File: src/tmr_consts.vh
`ifndef TMR_CONSTS_VH
`define TMR_CONSTS_VH
// ****************************************************
// register byte addresses
// ****************************************************
`define TMR_ADR_CTRL      8'h00
`define TMR_ADR_PRESCALE  8'h04
`define TMR_ADR_T1_COUNT  8'h08
`define TMR_ADR_T1_RELOAD 8'h0C
`define TMR_ADR_T2_COUNT  8'h10
`define TMR_ADR_T2_RLD_LO 8'h14
`define TMR_ADR_T2_RLD_HI 8'h18
`define TMR_ADR_LC_COUNT  8'h1C
`define TMR_ADR_T3_COUNT  8'h20
`define TMR_ADR_IRQ_STAT  8'h24
`define TMR_ADR_IRQ_CLR   8'h28
`define TMR_ADR_IRQ_EN    8'h2C
`define TMR_ADR_SKIP      8'h30
// ****************************************************
// control register fields
// ****************************************************
`define TMR_CTRL_PS_RUN   0
`define TMR_CTRL_T1_RUN   1
`define TMR_CTRL_T2_RUN   2
`define TMR_CTRL_LC_RUN   3
`define TMR_CTRL_T3_RUN   4
`define TMR_CTRL_PWM_EN   5
`define TMR_CTRL_PWM_EXT  6
`define TMR_CTRL_PIN_OUT  7
`define TMR_CTRL_T1_SRC   8
`define TMR_CTRL_T1_SYNC  9
`define TMR_CTRL_PORT_C   10
`define TMR_CTRL_T3_SRC   11
`define TMR_CTRL_W        12
`define TMR_CTRL_RST      12'h000
// ****************************************************
// flag bits: timer1, timer2, lc, timer3
// ****************************************************
`define TMR_FLG_T1        0
`define TMR_FLG_T2        1
`define TMR_FLG_LC        2
`define TMR_FLG_T3        3
`define TMR_FLG_W         4
`define TMR_FLG_RST       4'h0
`define TMR_BYTE_RST      8'h00
`define TMR_T3_RST        16'hFFFF
`define TMR_LC_RLD        4'hF
`endif

File: src/tmr_dcnt.v
`timescale 1ns/100ps
// reloadable down counter shared by timer 1, timer 2 and the lc timer
module tmr_dcnt #(
    parameter W = 8
) (
    input  wire         clk_i,
    input  wire         srst_i,
    input  wire         ce_i,
    input  wire         run_i,
    input  wire         tick_i,
    input  wire         load_i,
    input  wire [W-1:0] load_val_i,
    input  wire [W-1:0] reload_val_i,
    output reg  [W-1:0] count_o,
    output wire         uf_o
);
    assign uf_o = run_i & tick_i & (count_o == {W{1'b0}});

    always @(posedge clk_i) begin
        if (srst_i) begin
            count_o <= {W{1'b1}};
        end else if (ce_i) begin
            if (load_i) begin
                count_o <= load_val_i;
            end else if (uf_o) begin
                count_o <= reload_val_i;
            end else if (run_i & tick_i) begin
                count_o <= count_o - {{(W-1){1'b0}}, 1'b1};
            end
        end
    end
endmodule // tmr_dcnt

File: src/tmr_unit.v
`timescale 1ns/100ps
`include "tmr_consts.vh"
// What this block does
// - prescaler and timer 1 count from first source rising edge after start
// - first underflow may come up to one source period early
// - timer 1 on the count pin advances on its falling edges
// - timer 2 and lc count from rising edge after first falling edge
// - a high port c latch drives the count pin high whenever the pin is an output
// - optional start of timer 1 synchronised to the interrupt pin
// - enable bit routes flag to interrupt, else to skip test
module tmr_unit (
    input  wire        CLK_I,
    input  wire        SRST_I,
    input  wire        CE_I,
    input  wire        CYC_I,
    input  wire        STB_I,
    input  wire        WE_I,
    input  wire [7:0]  ADR_I,
    input  wire [3:0]  SEL_I,
    input  wire [31:0] DAT_I,
    output reg  [31:0] DAT_O,
    output reg         ACK_O,
    input  wire        COUNT_IO_PIN_I,
    output wire        COUNT_IO_PIN_O,
    output wire        COUNT_IO_PIN_OE_O,
    input  wire        INT_PIN_I,
    output wire        IRQ_O
);
    // ****************************************************
    // registers
    // ****************************************************
    reg  [`TMR_CTRL_W-1:0] ctrl_reg;
    reg  [7:0]             ps_data_reg;
    reg  [7:0]             ps_cnt_reg;
    reg                    ps_lvl_reg;
    reg  [7:0]             t1_rld_reg;
    reg  [7:0]             t2_lo_reg;
    reg  [7:0]             t2_hi_reg;
    reg  [15:0]            t3_cnt_reg;
    reg  [`TMR_FLG_W-1:0]  flag_reg;
    reg  [`TMR_FLG_W-1:0]  flag_next;
    reg  [`TMR_FLG_W-1:0]  irq_en_reg;
    reg  [2:0]             count_io_pin_sync_reg;
    reg  [2:0]             int_sync_reg;
    reg                    t1_armed_reg;
    reg                    t2_armed_reg;
    reg                    lc_armed_reg;
    reg                    pwm_reg;
    reg                    ext_hold_reg;
    reg  [31:0]            rd_next;
    wire [7:0]             t1_cnt;
    wire [7:0]             t2_cnt;
    wire [3:0]             lc_cnt;
    wire                   t1_uf;
    wire                   t2_uf;
    wire                   lc_uf;

    wire req    = CYC_I & STB_I;
    wire acc    = req & ACK_O;
    wire wr     = acc & WE_I & SEL_I[0];
    wire wr_hi  = acc & WE_I & SEL_I[1];
    wire rd     = acc & ~WE_I;

    // ****************************************************
    // pin synchronisers
    // ****************************************************
    always @(posedge CLK_I) begin
        if (SRST_I) begin
            count_io_pin_sync_reg <= 3'b111;
            int_sync_reg  <= 3'b000;
        end else if (CE_I) begin
            count_io_pin_sync_reg <= {count_io_pin_sync_reg[1:0], COUNT_IO_PIN_I};
            int_sync_reg  <= {int_sync_reg[1:0], INT_PIN_I};
        end
    end

    // edge detectors look only at the second and third stages
    wire count_io_pin_fall = count_io_pin_sync_reg[2] & ~count_io_pin_sync_reg[1];
    wire int_edge  = int_sync_reg[2] ^ int_sync_reg[1];

    // ****************************************************
    // prescaler: square wave source, one level per expiry
    // ****************************************************
    wire ps_run  = ctrl_reg[`TMR_CTRL_PS_RUN];
    wire ps_exp  = ps_run & (ps_cnt_reg == 8'h00);
    wire ps_rise = ps_exp & ~ps_lvl_reg;
    wire ps_fall = ps_exp & ps_lvl_reg;

    always @(posedge CLK_I) begin
        if (SRST_I) begin
            ps_cnt_reg <= `TMR_BYTE_RST;
            ps_lvl_reg <= 1'b0;
        end else if (CE_I) begin
            if (wr && ADR_I == `TMR_ADR_PRESCALE) begin
                ps_cnt_reg <= DAT_I[7:0];
                ps_lvl_reg <= 1'b0;
            end else if (!ps_run) begin
                ps_lvl_reg <= 1'b0;   // restart low so the first edge is a rising one
            end else if (ps_exp) begin
                ps_cnt_reg <= ps_data_reg;
                ps_lvl_reg <= ~ps_lvl_reg;
            end else begin
                ps_cnt_reg <= ps_cnt_reg - 8'h01;
            end
        end
    end

    // ****************************************************
    // count sources and start qualification
    // ****************************************************
    wire t1_run  = ctrl_reg[`TMR_CTRL_T1_RUN];
    wire t2_run  = ctrl_reg[`TMR_CTRL_T2_RUN];
    wire lc_run  = ctrl_reg[`TMR_CTRL_LC_RUN];
    wire pwm_en  = ctrl_reg[`TMR_CTRL_PWM_EN];
    // source select taken live; software keeps it steady while running
    wire t1_src  = ctrl_reg[`TMR_CTRL_T1_SRC] ? count_io_pin_fall : ps_rise;
    wire t1_tick = t1_src & t1_armed_reg;
    wire t2_tick = ps_rise & t2_armed_reg & ~ext_hold_reg;
    wire lc_tick = ps_rise & lc_armed_reg;

    always @(posedge CLK_I) begin
        if (SRST_I) begin
            t1_armed_reg <= 1'b0;
            t2_armed_reg <= 1'b0;
            lc_armed_reg <= 1'b0;
        end else if (CE_I) begin
            if (!t1_run)
                t1_armed_reg <= 1'b0;
            else if (!ctrl_reg[`TMR_CTRL_T1_SYNC] || int_edge)
                t1_armed_reg <= 1'b1;
            if (!t2_run)
                t2_armed_reg <= 1'b0;
            else if (ps_fall)
                t2_armed_reg <= 1'b1;
            if (!lc_run)
                lc_armed_reg <= 1'b0;
            else if (ps_fall)
                lc_armed_reg <= 1'b1;
        end
    end

    // ****************************************************
    // timers 1, 2 and lc
    // ****************************************************
    // a running start never preloads, so the first period may be short
    tmr_dcnt #(.W(8)) u_t1 (
        .clk_i        (CLK_I),
        .srst_i       (SRST_I),
        .ce_i         (CE_I),
        .run_i        (t1_run),
        .tick_i       (t1_tick),
        .load_i       (wr && ADR_I == `TMR_ADR_T1_COUNT),
        .load_val_i   (DAT_I[7:0]),
        .reload_val_i (t1_rld_reg),
        .count_o      (t1_cnt),
        .uf_o         (t1_uf)
    );

    // pwm low phase ends: load high reload, else low reload
    wire [7:0] t2_rld = (pwm_en && !pwm_reg) ? t2_hi_reg : t2_lo_reg;

    tmr_dcnt #(.W(8)) u_t2 (
        .clk_i        (CLK_I),
        .srst_i       (SRST_I),
        .ce_i         (CE_I),
        .run_i        (t2_run),
        .tick_i       (t2_tick),
        .load_i       (wr && ADR_I == `TMR_ADR_T2_COUNT),
        .load_val_i   (DAT_I[7:0]),
        .reload_val_i (t2_rld),
        .count_o      (t2_cnt),
        .uf_o         (t2_uf)
    );

    tmr_dcnt #(.W(4)) u_lc (
        .clk_i        (CLK_I),
        .srst_i       (SRST_I),
        .ce_i         (CE_I),
        .run_i        (lc_run),
        .tick_i       (lc_tick),
        .load_i       (wr && ADR_I == `TMR_ADR_LC_COUNT),
        .load_val_i   (DAT_I[3:0]),
        .reload_val_i (`TMR_LC_RLD),
        .count_o      (lc_cnt),
        .uf_o         (lc_uf)
    );

    // pwm toggles at each timer 2 reload; extension adds one source tick high
    always @(posedge CLK_I) begin
        if (SRST_I) begin
            pwm_reg      <= 1'b0;
            ext_hold_reg <= 1'b0;
        end else if (CE_I) begin
            if (!pwm_en) begin
                pwm_reg      <= 1'b0;
                ext_hold_reg <= 1'b0;
            end else if (t2_uf) begin
                pwm_reg      <= ~pwm_reg;
                ext_hold_reg <= ~pwm_reg & ctrl_reg[`TMR_CTRL_PWM_EXT];
            end else if (ps_rise && t2_armed_reg) begin
                ext_hold_reg <= 1'b0;
            end
        end
    end

    // ****************************************************
    // timer 3: 16-bit, prescaler or system clock source
    // ****************************************************
    wire t3_tick = ctrl_reg[`TMR_CTRL_T3_RUN] &
                   (ctrl_reg[`TMR_CTRL_T3_SRC] | ps_rise);
    wire t3_uf   = t3_tick & (t3_cnt_reg == 16'h0000);

    always @(posedge CLK_I) begin
        if (SRST_I)
            t3_cnt_reg <= `TMR_T3_RST;
        else if (CE_I && t3_tick)
            t3_cnt_reg <= t3_cnt_reg - 16'h0001;
    end

    // ****************************************************
    // count pin: high latch overrides the timer output
    // ****************************************************
    assign COUNT_IO_PIN_OE_O = ctrl_reg[`TMR_CTRL_PIN_OUT];
    assign COUNT_IO_PIN_O    = ctrl_reg[`TMR_CTRL_PORT_C] | pwm_reg;

    // ****************************************************
    // request flags, skip test and interrupt
    // ****************************************************
    wire [`TMR_FLG_W-1:0] flag_set  = {t3_uf, lc_uf, t2_uf, t1_uf};
    wire [`TMR_FLG_W-1:0] skip_vis  = flag_reg & ~irq_en_reg;
    wire skip_rd = rd && ADR_I == `TMR_ADR_SKIP;
    wire clr_wr  = wr && ADR_I == `TMR_ADR_IRQ_CLR;

    always @* begin
        flag_next = flag_reg;
        if (clr_wr)
            flag_next = flag_next & ~DAT_I[`TMR_FLG_W-1:0];
        if (skip_rd)
            flag_next = flag_next & ~skip_vis;
        flag_next = flag_next | flag_set;   // a new underflow beats any clear
    end

    assign IRQ_O = |(flag_reg & irq_en_reg);

    // ****************************************************
    // wishbone slave: ack one cycle after the request
    // ****************************************************
    always @* begin
        rd_next = 32'h0000_0000;
        case (ADR_I)
            `TMR_ADR_CTRL:      rd_next[`TMR_CTRL_W-1:0] = ctrl_reg;
            `TMR_ADR_PRESCALE:  rd_next[7:0]  = ps_cnt_reg;
            `TMR_ADR_T1_COUNT:  rd_next[7:0]  = t1_cnt;
            `TMR_ADR_T1_RELOAD: rd_next[7:0]  = t1_rld_reg;
            `TMR_ADR_T2_COUNT:  rd_next[7:0]  = t2_cnt;
            `TMR_ADR_T2_RLD_LO: rd_next[7:0]  = t2_lo_reg;
            `TMR_ADR_T2_RLD_HI: rd_next[7:0]  = t2_hi_reg;
            `TMR_ADR_LC_COUNT:  rd_next[3:0]  = lc_cnt;
            `TMR_ADR_T3_COUNT:  rd_next[15:0] = t3_cnt_reg;
            `TMR_ADR_IRQ_STAT:  rd_next[`TMR_FLG_W-1:0] = flag_reg;
            `TMR_ADR_IRQ_EN:    rd_next[`TMR_FLG_W-1:0] = irq_en_reg;
            `TMR_ADR_SKIP:      rd_next[`TMR_FLG_W-1:0] = skip_vis;
            default:            rd_next = 32'h0000_0000;
        endcase
    end

    always @(posedge CLK_I) begin
        if (SRST_I) begin
            ACK_O       <= 1'b0;
            DAT_O       <= 32'h0000_0000;
            ctrl_reg    <= `TMR_CTRL_RST;
            ps_data_reg <= `TMR_BYTE_RST;
            t1_rld_reg  <= `TMR_BYTE_RST;
            t2_lo_reg   <= `TMR_BYTE_RST;
            t2_hi_reg   <= `TMR_BYTE_RST;
            flag_reg    <= `TMR_FLG_RST;
            irq_en_reg  <= `TMR_FLG_RST;
        end else if (CE_I) begin
            ACK_O    <= req & ~ACK_O;
            DAT_O    <= rd_next;
            flag_reg <= flag_next;
            if (wr) begin
                case (ADR_I)
                    `TMR_ADR_CTRL:      ctrl_reg[7:0] <= DAT_I[7:0];
                    `TMR_ADR_PRESCALE:  ps_data_reg   <= DAT_I[7:0];
                    `TMR_ADR_T1_RELOAD: t1_rld_reg    <= DAT_I[7:0];
                    `TMR_ADR_T2_RLD_LO: t2_lo_reg     <= DAT_I[7:0];
                    `TMR_ADR_T2_RLD_HI: t2_hi_reg     <= DAT_I[7:0];
                    `TMR_ADR_IRQ_EN:    irq_en_reg    <= DAT_I[`TMR_FLG_W-1:0];
                    default:            ;
                endcase
            end
            if (wr_hi && ADR_I == `TMR_ADR_CTRL)
                ctrl_reg[`TMR_CTRL_W-1:8] <= DAT_I[`TMR_CTRL_W-1:8];
        end
    end
endmodule // tmr_unit

File: config.mk
export PLATFORM = sky130hd
export DESIGN_NAME = tmr_unit
export DESIGN_NICKNAME = d
export VERILOG_FILES = /design/src/tmr_dcnt.v /design/src/tmr_unit.v
export VERILOG_INCLUDE_DIRS = /design/src
export SDC_FILE = /design/constraint.sdc
export NUM_CORES = 1
export LEC_CHECK = 0
export BUFFER_PORTS_ARGS = -buffer_cell sky130_fd_sc_hd__buf_4
export CAP_MARGIN = 40
export CORE_MARGIN = 5
export CORE_UTILIZATION = 50
export CTS_CLUSTER_DIAMETER = 80
export DETAILED_ROUTE_END_ITERATION = 7
export GPL_TIMING_DRIVEN = 0
export PLACE_DENSITY = 0.7
export SYNTH_ARGS = -nofsm -noshare
export SYNTH_HDL_FRONTEND = slang
export SYNTH_SLANG_ARGS = --single-unit
File: constraint.sdc
create_clock -name CLK_I -period 4.8 [get_ports CLK_I]
set_input_delay 0.96 -clock CLK_I [delete_from_list [all_inputs] [get_ports CLK_I]]
set_output_delay 0.96 -clock CLK_I [all_outputs]
set_load 0.005 [all_outputs]
Word level (Yosys, flattened, before mapping)
Cells that the tools add are included.
Operators by class
  bitwise gates (word level): 41
  $add $sub $neg: 5
  reductions and logical operators: 41
  multiplexer cells: 33
  equal/unequal tests: 18
Operators by type and width (number)
  two-way mux 8 bit: 10
  one-hot mux 4 bit (12 select lines): 1
  == test 8 x 6 -> 1 bit (second input constant): 5
  == test 8 x 5 -> 1 bit (second input constant): 4
  zero test 8 bit: 4
  one-hot mux 4 bit (8 select lines): 1
  AND 1 bit: 24
  two-way mux 4 bit: 6
  subtractor 8 x 1 -> 8 bit (second input constant): 3
  AND reduction 2 bit: 11
  AND reduction 3 bit: 6
  AND 4 bit: 4
  == test 8 x 4 -> 1 bit (second input constant): 2
  zero test 16 bit: 1
  subtractor 16 x 1 -> 16 bit (second input constant): 1
  two-way mux 1 bit: 14
  inverter 4 bit: 3
  logical AND 1 bit: 10
  nonzero test 3 bit: 3
  == test 8 x 3 -> 1 bit (second input constant): 1
  != test 2 x 1 -> 1 bit (second input constant): 4
  one-hot mux 4 bit (2 select lines): 1
  != test 3 x 1 -> 1 bit (second input constant): 2
  inverter 1 bit: 6
  9 further kinds: 11
Storage, ports and cells
  output and inout bits: 36
  word-level logic and storage cells: 161
  register bits: 125
  input bits: 52

Depth between registers and ports, before layout
Gate-level depths: netlist of the first run.
  depth after elaboration: 9
  mapped depth: 9
  gate-level depth less buffers: 7

Modules after synthesis
A second synthesis of the first run with hierarchy kept.
Unflattened totals
  cells, all modules: 906
  area, all modules: 7409.6 µm²
Modules (own cells, without submodules)
  tmr_unit: cells an instance 710, instances 1, seq. area each 2102.0 µm², area an instance 5785.5 µm²
  tmr_dcnt (u_t1 ...): cells an instance 76, instances 2, seq. area each 160.2 µm², area an instance 624.3 µm²
  tmr_dcnt (u_lc): cells an instance 44, instances 1, seq. area each 80.1 µm², area an instance 375.4 µm²

Worst setup path before layout of the first run
Ideal clock, no wire load.
  path type: in2reg
  from: in ADR_I[1]
  to: reg ctrl_reg[10]
  library setup time: 128 ps
  path buffers: 3
  data required time: 4672 ps
  cell stages on the path: 8
  arrival: 2679 ps
  setup slack: 1993 ps
  cell sequence: clkbuf_1 > or4_1 > clkbuf_1 > nor2_1 > and4_1 > buf_2 > mux2i_1 > nor2_1
Between the ends
  longest elaborated chain between the ends: 3
RTL lines
  start, declared: RTL line tmr_unit.v:18  | input wire [7:0] ADR_I,
  zero test 8 bit
  logical AND 1 bit (no line)
  AND reduction 2 bit (no line)
  end signal, assigned: RTL line tmr_unit.v:271  | ctrl_reg <= `TMR_CTRL_RST;
  end signal, assigned by index: RTL line tmr_unit.v:294  | ctrl_reg[`TMR_CTRL_W-1:8] <= DAT_I[`TMR_CTRL_W-1:8];
  end, declared: RTL line tmr_unit.v:32  | reg [`TMR_CTRL_W-1:0] ctrl_reg;
Every way passes these cells.
A chain may end at the register's enable or synchronous reset.

Worst setup path in the final report of the first run
  from: in ADR_I[1]
  to: reg u_t2.count_o[1]
Between the ends
  longest elaborated chain between the ends: 4
  elaborated cells between the ends (all ways): 5
  those cells by class: eq/ne: 1; mux: 1; reduce/logical: 3
RTL lines
  == test 8 x 5 -> 1 bit *
  logical AND 1 bit (no line) *
  nonzero test 3 bit (no line)
  AND reduction 2 bit (no line)
  end signal, assigned: RTL line tmr_dcnt.v:21  | count_o <= {W{1'b1}};
  end signal, assigned: RTL line tmr_dcnt.v:24  | count_o <= load_val_i;
  end signal, assigned: RTL line tmr_dcnt.v:26  | count_o <= reload_val_i;
  end, declared: RTL line tmr_dcnt.v:14  | output reg [W-1:0] count_o,
Every way passes the cells marked *; elsewhere a longest branch is shown, timed or not.

==> results of run 1 <==
## cells in the final DEF (no fill, tap or decap), types with 7 or more instances in the layout
cell type,instances
a211oi_1,11
a21oi_1,41
a221oi_1,7
a22oi_1,14
a31oi_1,20
and3_1,10
and4_1,7
buf_2,12
buf_4,57
clkbuf_1,50
clkbuf_16,17
conb_1,16
dfxtp_1,125
ha_1,8
inv_1,20
mux2i_1,56
nand2_1,79
nand2b_1,8
nand3_1,28
nand3b_1,8
nor2_1,81
nor3_1,28
nor4_1,16
o21ai_0,54
o22a_1,7
o31ai_1,7
or4_1,9
xnor2_1,21
## power by group through the flow
stage	combinational (mW)	sequential (mW)	clock (mW)
2_1_floorplan	0.0889	1.07	0
3_3_place_gp	0.159	1.07	0
3_5_place_dp	0.160	1.07	0
6_report	0.165	1.05	1.29
5_1_grt	0.174	1.05	1.34
4_1_cts	0.160	1.05	1.29
## cell families after synthesis
group	Yosys count
and+or+nand+nor	332
AOI/OAI and AO/OA	214
DFF	125
buffers and inverters	103
muxes	64
xor gates and xnor gates	24
adders and majority gates	8
other	1
## path summary, 6_finish.rpt
kind / slack (ns) / end / cells past startpoint
worst max-delay path: 1.59 / u_t2.count_o[1]$_SDFFE_PP1P_ / 7
worst min-delay path: 0.46 / ps_data_reg[7]$_SDFFE_PP0P_ / 2
worst max register to register: 2.13 / flag_reg[3]$_SDFFE_PP0P_ / 8
worst min register to register: 0.46 / ps_data_reg[7]$_SDFFE_PP0P_ / 2
## critical path: stages
cell      delay, ns
clkbuf_1       0.18
nor4_1         0.88
nand4_1        0.58
a21oi_1        0.34
or2_2          0.14
clkbuf_1       0.31
o22a_1         0.19
## cell type report
cell class              instances  area (um^2)  area share [%]
flip-flops and latches        125         2500            30.1
clock inverters                14          148            1.77
multi-input cells             658         4220            50.8
clock buffers                  18          439            5.28
plain buffers                  82          390            4.69
well taps                     180          225            2.71
repair buffers                 42          313            3.76
inverters                      21         78.8           0.947
## metrics by stage
| stage | cell area, um^2 | hold slack, ns |
|---|---|---|
| after floorplan | 7200 | 0.433 |
| after global placement | 7730 | 0.442 |
| after detailed placement | 7730 | 0.454 |
| after CTS | 8320 | 0.464 |
| after global routing | 8320 | 0.476 |
| final | 8320 | 0.461 |
## metal layers
metal  up-vias  share of wire (%)  track usage [%]
met3        65                9.6             6.47
met4         0                4.0             14.7
met5         -                  0                0
met2       422                 44             44.5
met1      3416                 42             40.9
li1       3326                  -                -
==> flow_metrics.env, run 1 <==
export IMPL_netSwitchingFraction_pct=26.3
export IMPL_fin_ws_ns=1.59
export IMPL_power_frac_clock_pct=51.5
export IMPL_grt_pass1_wl_um=38000
export IMPL_clock_sinks=125
export IMPL_ys_ff_latch=125
export IMPL_combPwrFrac_pct=6.6
export IMPL_final_nets=1007
export IMPL_tns_ns=0
export IMPL_synth_commonest_cells="dfxtp_1 (125), nor2_1 (81), nand2_1 (79)"
export IMPL_period_share_pct=66.8
export IMPL_critical_path_startpoint="ADR_I[1]"
export IMPL_drive_above_1_share_pct=13.6
export IMPL_dr_total_vias=7229
export IMPL_slew_viol_final=0
export IMPL_cp_max_fo=10
export IMPL_synth_compound_area_share_pct=19.6
export IMPL_final_antenna_net_count=0
export IMPL_hold_path_class="flop to flop"
export IMPL_grt_max_degree=17
export IMPL_crit_path_end_kind="flop"
export IMPL_cell_internal_pwr_mw=1.84
export IMPL_cts_tree="yes"
export IMPL_synthFlopType="dfxtp_1"
export IMPL_ios=88
export IMPL_numCtsBuffers=17
export IMPL_synth_xor_area_share_pct=2.94
export IMPL_die_h_um=129
export IMPL_finalCriticalPeriod_ns=3.21
export IMPL_dpl_hpwl_um=17900
export IMPL_fill_cells=1270
export IMPL_layout_cells_non_filler=1140
export IMPL_core_area_um2=13900
export IMPL_synth_edff_count=0
export IMPL_drtIter0Drc=747
export IMPL_yosys_area_top_type="dfxtp_1"
export IMPL_cts_resized=0
export IMPL_vias_per_cell=6.34
export IMPL_drv_cap=0
export IMPL_initial_utilization_pct=51.2
export IMPL_cts_buffer_depth=2
export IMPL_hold_path_startpoint="ps_data_reg[7]$_SDFFE_PP0P_"
export IMPL_slew_headroom_pct=34.8
export IMPL_p_leak_nw=3.04
export IMPL_path_clk_slew_ns=0.07
export IMPL_root_buffer="clkbuf_16"
export IMPL_outcome="complete, no violations"
export IMPL_r2r_start="ps_cnt_reg[0]$_SDFFE_PP0P_"
export IMPL_fin_worst_skew_ns=0.00995
export IMPL_final_core_util_pct=59.7
export IMPL_synthToLayoutAreaGrowth_pct=16.5
export IMPL_insertion_delay_ns=0.43
export IMPL_synth_top_family_by_area="simple AND/OR/NAND/NOR gates"
export IMPL_setup_viol=0
export IMPL_portBuffers=41
export IMPL_critPathKind="input port to flop"
export IMPL_fp_row_count=43
export IMPL_firstDrtPassIters=6
export IMPL_antennaDiodeCount=0
export IMPL_globalRoute_totalOverflow=0
export IMPL_startpoint_type="input port"
export IMPL_yosysWarnings=0
export IMPL_cp_required_ns=5.18
export IMPL_synthAdderAreaFrac_pct=1.40
export IMPL_wl_per_cell_um=21.6
export IMPL_cp_arrival_ns=3.59
export IMPL_postCtsHoldBufs=0
export IMPL_pwr_share_seq_pct=41.9
export IMPL_wirelength_um=24700
export IMPL_dp_slack_ns=1.38
export IMPL_h_tree_depth=4
export IMPL_yosysSeqAreaShare_pct=35.1
export IMPL_synth_top_area_share_pct=35.1
export IMPL_yosysMostFrequentCell="dfxtp_1"
export IMPL_avgSynthCellArea_um2=8.20
export IMPL_peakVddDrop_uv=262
export IMPL_ys_async_sr_fraction_pct=0
export IMPL_grt_pass1_vias=6717
export IMPL_p_per_area_nw_per_um2=301
export IMPL_p_switching_mw=0.658
export IMPL_synth_area_top_cells="dfxtp_1 (35%), mux2i_1 (7.9%), nor2_1 (4.3%), nand2_1 (4.2%), o21ai_0 (3.8%)"
export IMPL_power_mw=2.50
export IMPL_die_w_um=129
export IMPL_worst_pin_slew_ns=0.969
export IMPL_track_usage_pct=29.8
export IMPL_netlist_instances=871
export IMPL_drc=0
export IMPL_gp_congestion=0.999
export IMPL_dp_cells=1108
export IMPL_hold_violations=0
export IMPL_synth_simple_area_share_pct=24.9
export IMPL_syn_area_um2=7140
export IMPL_muxShareOfSynthArea_pct=9.43
export IMPL_max_freq_mhz=312
export IMPL_die_area_um2=16800
export IMPL_antenna_found_initial=0
export IMPL_post_cts_buffers=0
export IMPL_ys_types=78
export IMPL_rsz0062_at_grt="no"
Power figures use the tool's default switching activity.
==> run 2, diff against run 1 <==
--- a/config.mk
+++ b/config.mk
@@ -13,7 +13,7 @@
 export CTS_CLUSTER_DIAMETER = 80
 export DETAILED_ROUTE_END_ITERATION = 7
 export GPL_TIMING_DRIVEN = 0
-export PLACE_DENSITY = 0.7
+export PLACE_DENSITY = 0.73
 export SYNTH_ARGS = -nofsm -noshare
 export SYNTH_HDL_FRONTEND = slang
 export SYNTH_SLANG_ARGS = --single-unit
==> constraint.sdc (replaced) <==
create_clock -name CLK_I -period 2.81 [get_ports CLK_I]
set_input_delay 0.562 -clock CLK_I [delete_from_list [all_inputs] [get_ports CLK_I]]
set_output_delay 0.562 -clock CLK_I [all_outputs]
set_load 0.005 [all_outputs]
==> flow_metrics.env, run 2 (synthesis results as in run 1) <==
export IMPL_grt_use_met1_pct=39.5
export IMPL_antenna_found_initial=0
export IMPL_globalRoute_totalOverflow=0
export IMPL_period_share_pct=97.4
export IMPL_p_per_area_nw_per_um2=525
export IMPL_dr_total_vias=7274
export IMPL_cell_internal_pwr_mw=3.39
export IMPL_drtIter0Drc=1066
export IMPL_whs_path_depth=3
export IMPL_fill_cells=1284
export IMPL_power_frac_clock_pct=52.8
export IMPL_critical_path_startpoint="ps_cnt_reg[0]$_SDFFE_PP0P_"
export IMPL_track_usage_pct=29.4
export IMPL_fin_ws_ns=0.0721
export IMPL_peakVddDrop_uv=422
export IMPL_multi_input_area_um2=4230
export IMPL_pwr_share_seq_pct=40.8
export IMPL_final_antenna_net_count=0
export IMPL_numCtsBuffers=17
export IMPL_portBuffers=41
export IMPL_rrSetupSlack_ns=0.07
export IMPL_finalCriticalPeriod_ns=2.74
export IMPL_h_tree_depth=4
export IMPL_clock_sinks=125
export IMPL_r2r_start="ps_cnt_reg[0]$_SDFFE_PP0P_"
export IMPL_top_usage_layer="met2"
export IMPL_power_mw=4.39
export IMPL_crit_path_end_kind="flop"
export IMPL_cts_buffer_depth=2
export IMPL_core_area_um2=13900
export IMPL_initial_utilization_pct=51.2
export IMPL_netSwitchingFraction_pct=22.7
export IMPL_setup_viol=0
export IMPL_slew_headroom_pct=28.3
export IMPL_rsz0062_at_grt="no"
export IMPL_tns_ns=0
export IMPL_p_switching_mw=0.998
export IMPL_grt_pass1_vias=6829
export IMPL_slew_viol_final=0
export IMPL_drc=0
export IMPL_grtUsageMet2_pct=43.3
export IMPL_met3_usage_pct=7.17
export IMPL_firstDrtPassIters=5
export IMPL_die_area_um2=16800
export IMPL_die_w_um=129
export IMPL_gp_congestion=1.02
export IMPL_synthToLayoutAreaGrowth_pct=17.2
export IMPL_hold_violations=0
export IMPL_final_common_cell="dfxtp_1"
export IMPL_antennaDiodeCount=0
export IMPL_postCtsHoldBufs=0
export IMPL_drive_above_1_share_pct=13.3
export IMPL_dp_cells=1109
export IMPL_cp_arrival_ns=3.09
export IMPL_combPwrFrac_pct=6.5
export IMPL_layout_cells_non_filler=1140
export IMPL_die_h_um=129
export IMPL_cp_max_fo=6
export IMPL_layout_common_cells="dfxtp_1 (125), nor2_1 (81), nand2_1 (79), buf_4 (59), mux2i_1 (56)"
export IMPL_cts_tree="yes"
export IMPL_max_freq_mhz=365
export IMPL_grt_max_degree=17
export IMPL_drv_cap=0
export IMPL_dpl_hpwl_um=17400
export IMPL_hold_path_class="input port to flop"
export IMPL_dp_slack_ns=-0.150
export IMPL_reg2reg_depth=7
export IMPL_outcome="complete, no violations"
export IMPL_startpoint_type="flop"
export IMPL_wl_per_cell_um=21.5
export IMPL_insertion_delay_ns=0.43
export IMPL_p_leak_nw=3.06
export IMPL_cp_required_ns=3.16
export IMPL_reg2reg_to="u_lc.count_o[1]$_SDFFE_PP1P_"
export IMPL_register_area_um2=2500
export IMPL_fp_row_count=43
export IMPL_wirelength_um=24500
export IMPL_worst_pin_slew_ns=1.07
export IMPL_final_core_util_pct=60.0
export IMPL_path_clk_slew_ns=0.06
export IMPL_final_nets=1009
export IMPL_root_buffer="clkbuf_16"
export IMPL_ios=88
export IMPL_setup_worst_path_end="u_lc.count_o[1]$_SDFFE_PP1P_"
export IMPL_fin_worst_skew_ns=0.00709
export IMPL_vias_per_cell=6.38
export IMPL_critPathKind="flop to flop"
export IMPL_grt_pass1_wl_um=37900
run 2: cell types whose count changed in the layout (fill, tap and decap cells not counted), moves of 2 or more:
cell and delta:
clkbuf_1 +4, clkinv_4 -2, clkinv_2 +2, clkinvlp_4 -2
bufinv_16 +3, buf_4 +2, inv_6 -5, inv_8 -3
run 2: per-stage QoR:
step | instance area, um^2 | hold slack (ns)
2_1_floorplan | 7200 | 0.433
3_3_place_gp | 7730 | 0.447
3_5_place_dp | 7750 | 0.450
4_1_cts | 8350 | 0.342
5_1_grt | 8370 | 0.355
6_report | 8370 | 0.347
run 2: layer usage:
metal / up-vias / wire length, um
li1: 3329 / -
met1: 3360 / 9980
met2: 495 / 10600
met3: 90 / 2620
met4: 0 / 1320
met5: - / 0
run 2: how the worst min path moves through the flow:
stage,start,end
2_1_floorplan,t2_armed_reg$_SDFFE_PP0P_,t2_armed_reg$_SDFFE_PP0P_
3_3_place_gp,ps_data_reg[2]$_SDFFE_PP0P_,ps_data_reg[2]$_SDFFE_PP0P_
3_5_place_dp,DAT_O[2]$_SDFFE_PP0P_,DAT_O[2]$_SDFFE_PP0P_
4_1_cts,COUNT_IO_PIN_I,count_io_pin_sync_reg[0]$_SDFFE_PP1P_
5_1_grt,COUNT_IO_PIN_I,count_io_pin_sync_reg[0]$_SDFFE_PP1P_
6_report,COUNT_IO_PIN_I,count_io_pin_sync_reg[0]$_SDFFE_PP1P_
run 2: cell type report:
type	count	share of cell area, %
plain buffers	82	4.67
clock buffers	23	5.59
clock inverters	7	1.64
inverters	21	0.942
multi-input cells	658	50.6
flip-flops and latches	125	29.9
well taps	180	2.69
repair buffers	44	3.99
run 2: timing repair:
action | in CTS | in global routing
endpoints found under the setup margin | 0 | 12
setup buffers | 0 | 1
gates resized for setup | 0 | 1
run 2: worst max-delay path, cell delays in order (launching register included):
cell	delay, ns
dfxtp_1	0.40
inv_1	0.17
ha_1	0.26
nand3b_1	0.19
nor4_1	0.91
o21ai_0	0.33
and2_1	0.25
o21ai_0	0.14
run 2: power groups by stage:
stage,clock network [mW],registers (mW),logic (mW)
after floorplan,0,1.83,0.152
after global placement,0,1.83,0.272
after detailed placement,0,1.83,0.273
after CTS,2.32,1.79,0.275
after global routing,2.40,1.79,0.299
final,2.32,1.79,0.284
==> run 3, diff against run 2 <==
--- a/config.mk
+++ b/config.mk
@@ -12,7 +12,7 @@
 export CORE_UTILIZATION = 50
 export CTS_CLUSTER_DIAMETER = 80
 export DETAILED_ROUTE_END_ITERATION = 7
-export GPL_TIMING_DRIVEN = 0
+export GPL_TIMING_DRIVEN = 1
 export PLACE_DENSITY = 0.73
 export SYNTH_ARGS = -nofsm -noshare
 export SYNTH_HDL_FRONTEND = slang
==> flow_metrics.env, run 3 (synthesis results as in run 1) <==
export IMPL_outcome="complete, no violations"
export IMPL_cp_arrival_ns=2.78
export IMPL_p_per_area_nw_per_um2=489
export IMPL_drv_cap=0
export IMPL_firstDrtPassIters=6
export IMPL_finalCriticalPeriod_ns=2.48
export IMPL_combPwrFrac_pct=6.3
export IMPL_post_cts_buffers=0
export IMPL_clock_sinks=125
export IMPL_antennaDiodeCount=0
export IMPL_peakVddDrop_uv=420
export IMPL_grt_pass1_vias=6406
export IMPL_die_area_um2=16800
export IMPL_die_h_um=129
export IMPL_final_common_cell="dfxtp_1"
export IMPL_max_freq_mhz=403
export IMPL_period_share_pct=88.3
export IMPL_final_cell_area_um2=8290
export IMPL_reg2reg_depth=7
export IMPL_synthToLayoutAreaGrowth_pct=16.1
export IMPL_die_w_um=129
export IMPL_cell_internal_pwr_mw=3.01
export IMPL_p_switching_mw=1.05
export IMPL_wirelength_um=22700
export IMPL_setup_viol=0
export IMPL_cp_required_ns=3.11
export IMPL_dr_total_vias=6956
export IMPL_critPathKind="flop to flop"
export IMPL_path_clk_slew_ns=0.06
export IMPL_pwr_share_seq_pct=44.1
export IMPL_gp_congestion=0.928
export IMPL_root_buffer="clkbuf_16"
export IMPL_antenna_found_initial=0
export IMPL_postCtsHoldBufs=0
export IMPL_hold_ws_ns=0.349
export IMPL_grt_pass1_wl_um=35600
export IMPL_drc=0
export IMPL_hold_path_class="input port to flop"
export IMPL_layout_common_cells="dfxtp_1 (125), buf_4 (90), nor2_1 (81), nand2_1 (79), mux2i_1 (56)"
export IMPL_dpl_hpwl_um=15300
export IMPL_drive_above_1_share_pct=16.6
export IMPL_fin_worst_skew_ns=0.00627
export IMPL_initial_utilization_pct=51.2
export IMPL_final_nets=974
export IMPL_rsz0062_at_grt="no"
export IMPL_cts_resized=0
export IMPL_worst_pin_slew_ns=0.665
export IMPL_rrSetupSlack_ns=0.33
export IMPL_core_area_um2=13900
export IMPL_slew_viol_final=0
export IMPL_globalRoute_totalOverflow=0
export IMPL_netSwitchingFraction_pct=25.9
export IMPL_power_frac_clock_pct=49.5
export IMPL_cts_tree="yes"
export IMPL_track_usage_pct=27.4
export IMPL_final_antenna_net_count=0
export IMPL_hold_violations=0
export IMPL_tns_ns=0
export IMPL_drtIter0Drc=860
export IMPL_cp_max_fo=6
export IMPL_placed_area_um2=7740
export IMPL_whs_path_depth=3
export IMPL_insertion_delay_ns=0.43
export IMPL_dp_slack_ns=0.327
export IMPL_startpoint_type="flop"
export IMPL_cts_buffer_depth=2
export IMPL_numCtsBuffers=17
export IMPL_p_leak_nw=3.05
export IMPL_ios=88
export IMPL_vias_per_cell=6.28
export IMPL_fin_ws_ns=0.328
export IMPL_grt_max_degree=79
export IMPL_slew_headroom_pct=55.6
export IMPL_wl_per_cell_um=20.5
export IMPL_portBuffers=49
export IMPL_crit_path_end_kind="flop"
export IMPL_fp_row_count=43
export IMPL_h_tree_depth=4
## run 3: cell count changes in the layout (fill, tap and decap cells not counted), sizes merged
cell	before	now
buf	74	91
bufinv	4	0
clkbuf	74	17
clkdlybuf4s15	1	0
clkinv	2	10
clkinvlp	1	3
inv	21	23
## run 3: cell type report
class	count	area, um^2
sequential	125	2500
multi-input combinational	658	4240
clock inverter	15	120
clock buffer	17	425
inverter	21	78.8
fill	1280	5640
timing repair buffer	91	696
tap	180	225
## run 3: critical path, cell delays in order, from the launching register on
cell	delay [ns]
dfxtp_1	0.39
inv_1	0.15
ha_1	0.26
nand3b_1	0.19
or4_4	0.60
o21ai_1	0.16
a21boi_1	0.08
or4_1	0.52
## run 3: worst paths after layout
kind / startpoint / to
worst max register to register: ps_cnt_reg[0]$_SDFFE_PP0P_ / u_lc.count_o[3]$_SDFFE_PP1P_
worst min register to register: ps_data_reg[4]$_SDFFE_PP0P_ / ps_data_reg[4]$_SDFFE_PP0P_
worst max-delay path: ps_cnt_reg[0]$_SDFFE_PP0P_ / u_lc.count_o[3]$_SDFFE_PP1P_
worst min-delay path: COUNT_IO_PIN_I / count_io_pin_sync_reg[0]$_SDFFE_PP1P_
## run 3: metrics by stage
step	total power, mW	cells	util, %
final	4.05	1107	59.5
after global routing	4.17	1107	59.5
after CTS	4.06	1107	59.5
after detailed placement	2.08	1075	55.6
after global placement	2.08	1075	55.6
after floorplan	1.98	886	-
## run 3: metal layers
layer / track usage (%) / wire [um] / vias up / share of wire, %
li1: - / - / 3257 / -
met4: 13.0 / 877 / 0 / 3.9
met5: 0 / 0 / - / 0
met3: 5.56 / 2190 / 57 / 9.7
met2: 40.9 / 9910 / 373 / 44
met1: 38.1 / 9720 / 3269 / 43
## run 3: power by group through the flow
stage	Clock, mW	Sequential, mW	Combinational, mW
after CTS	2.02	1.79	0.252
after global placement	0	1.83	0.248
after global routing	2.11	1.79	0.273
final	2.01	1.79	0.257
after floorplan	0	1.83	0.152
after detailed placement	0	1.83	0.250
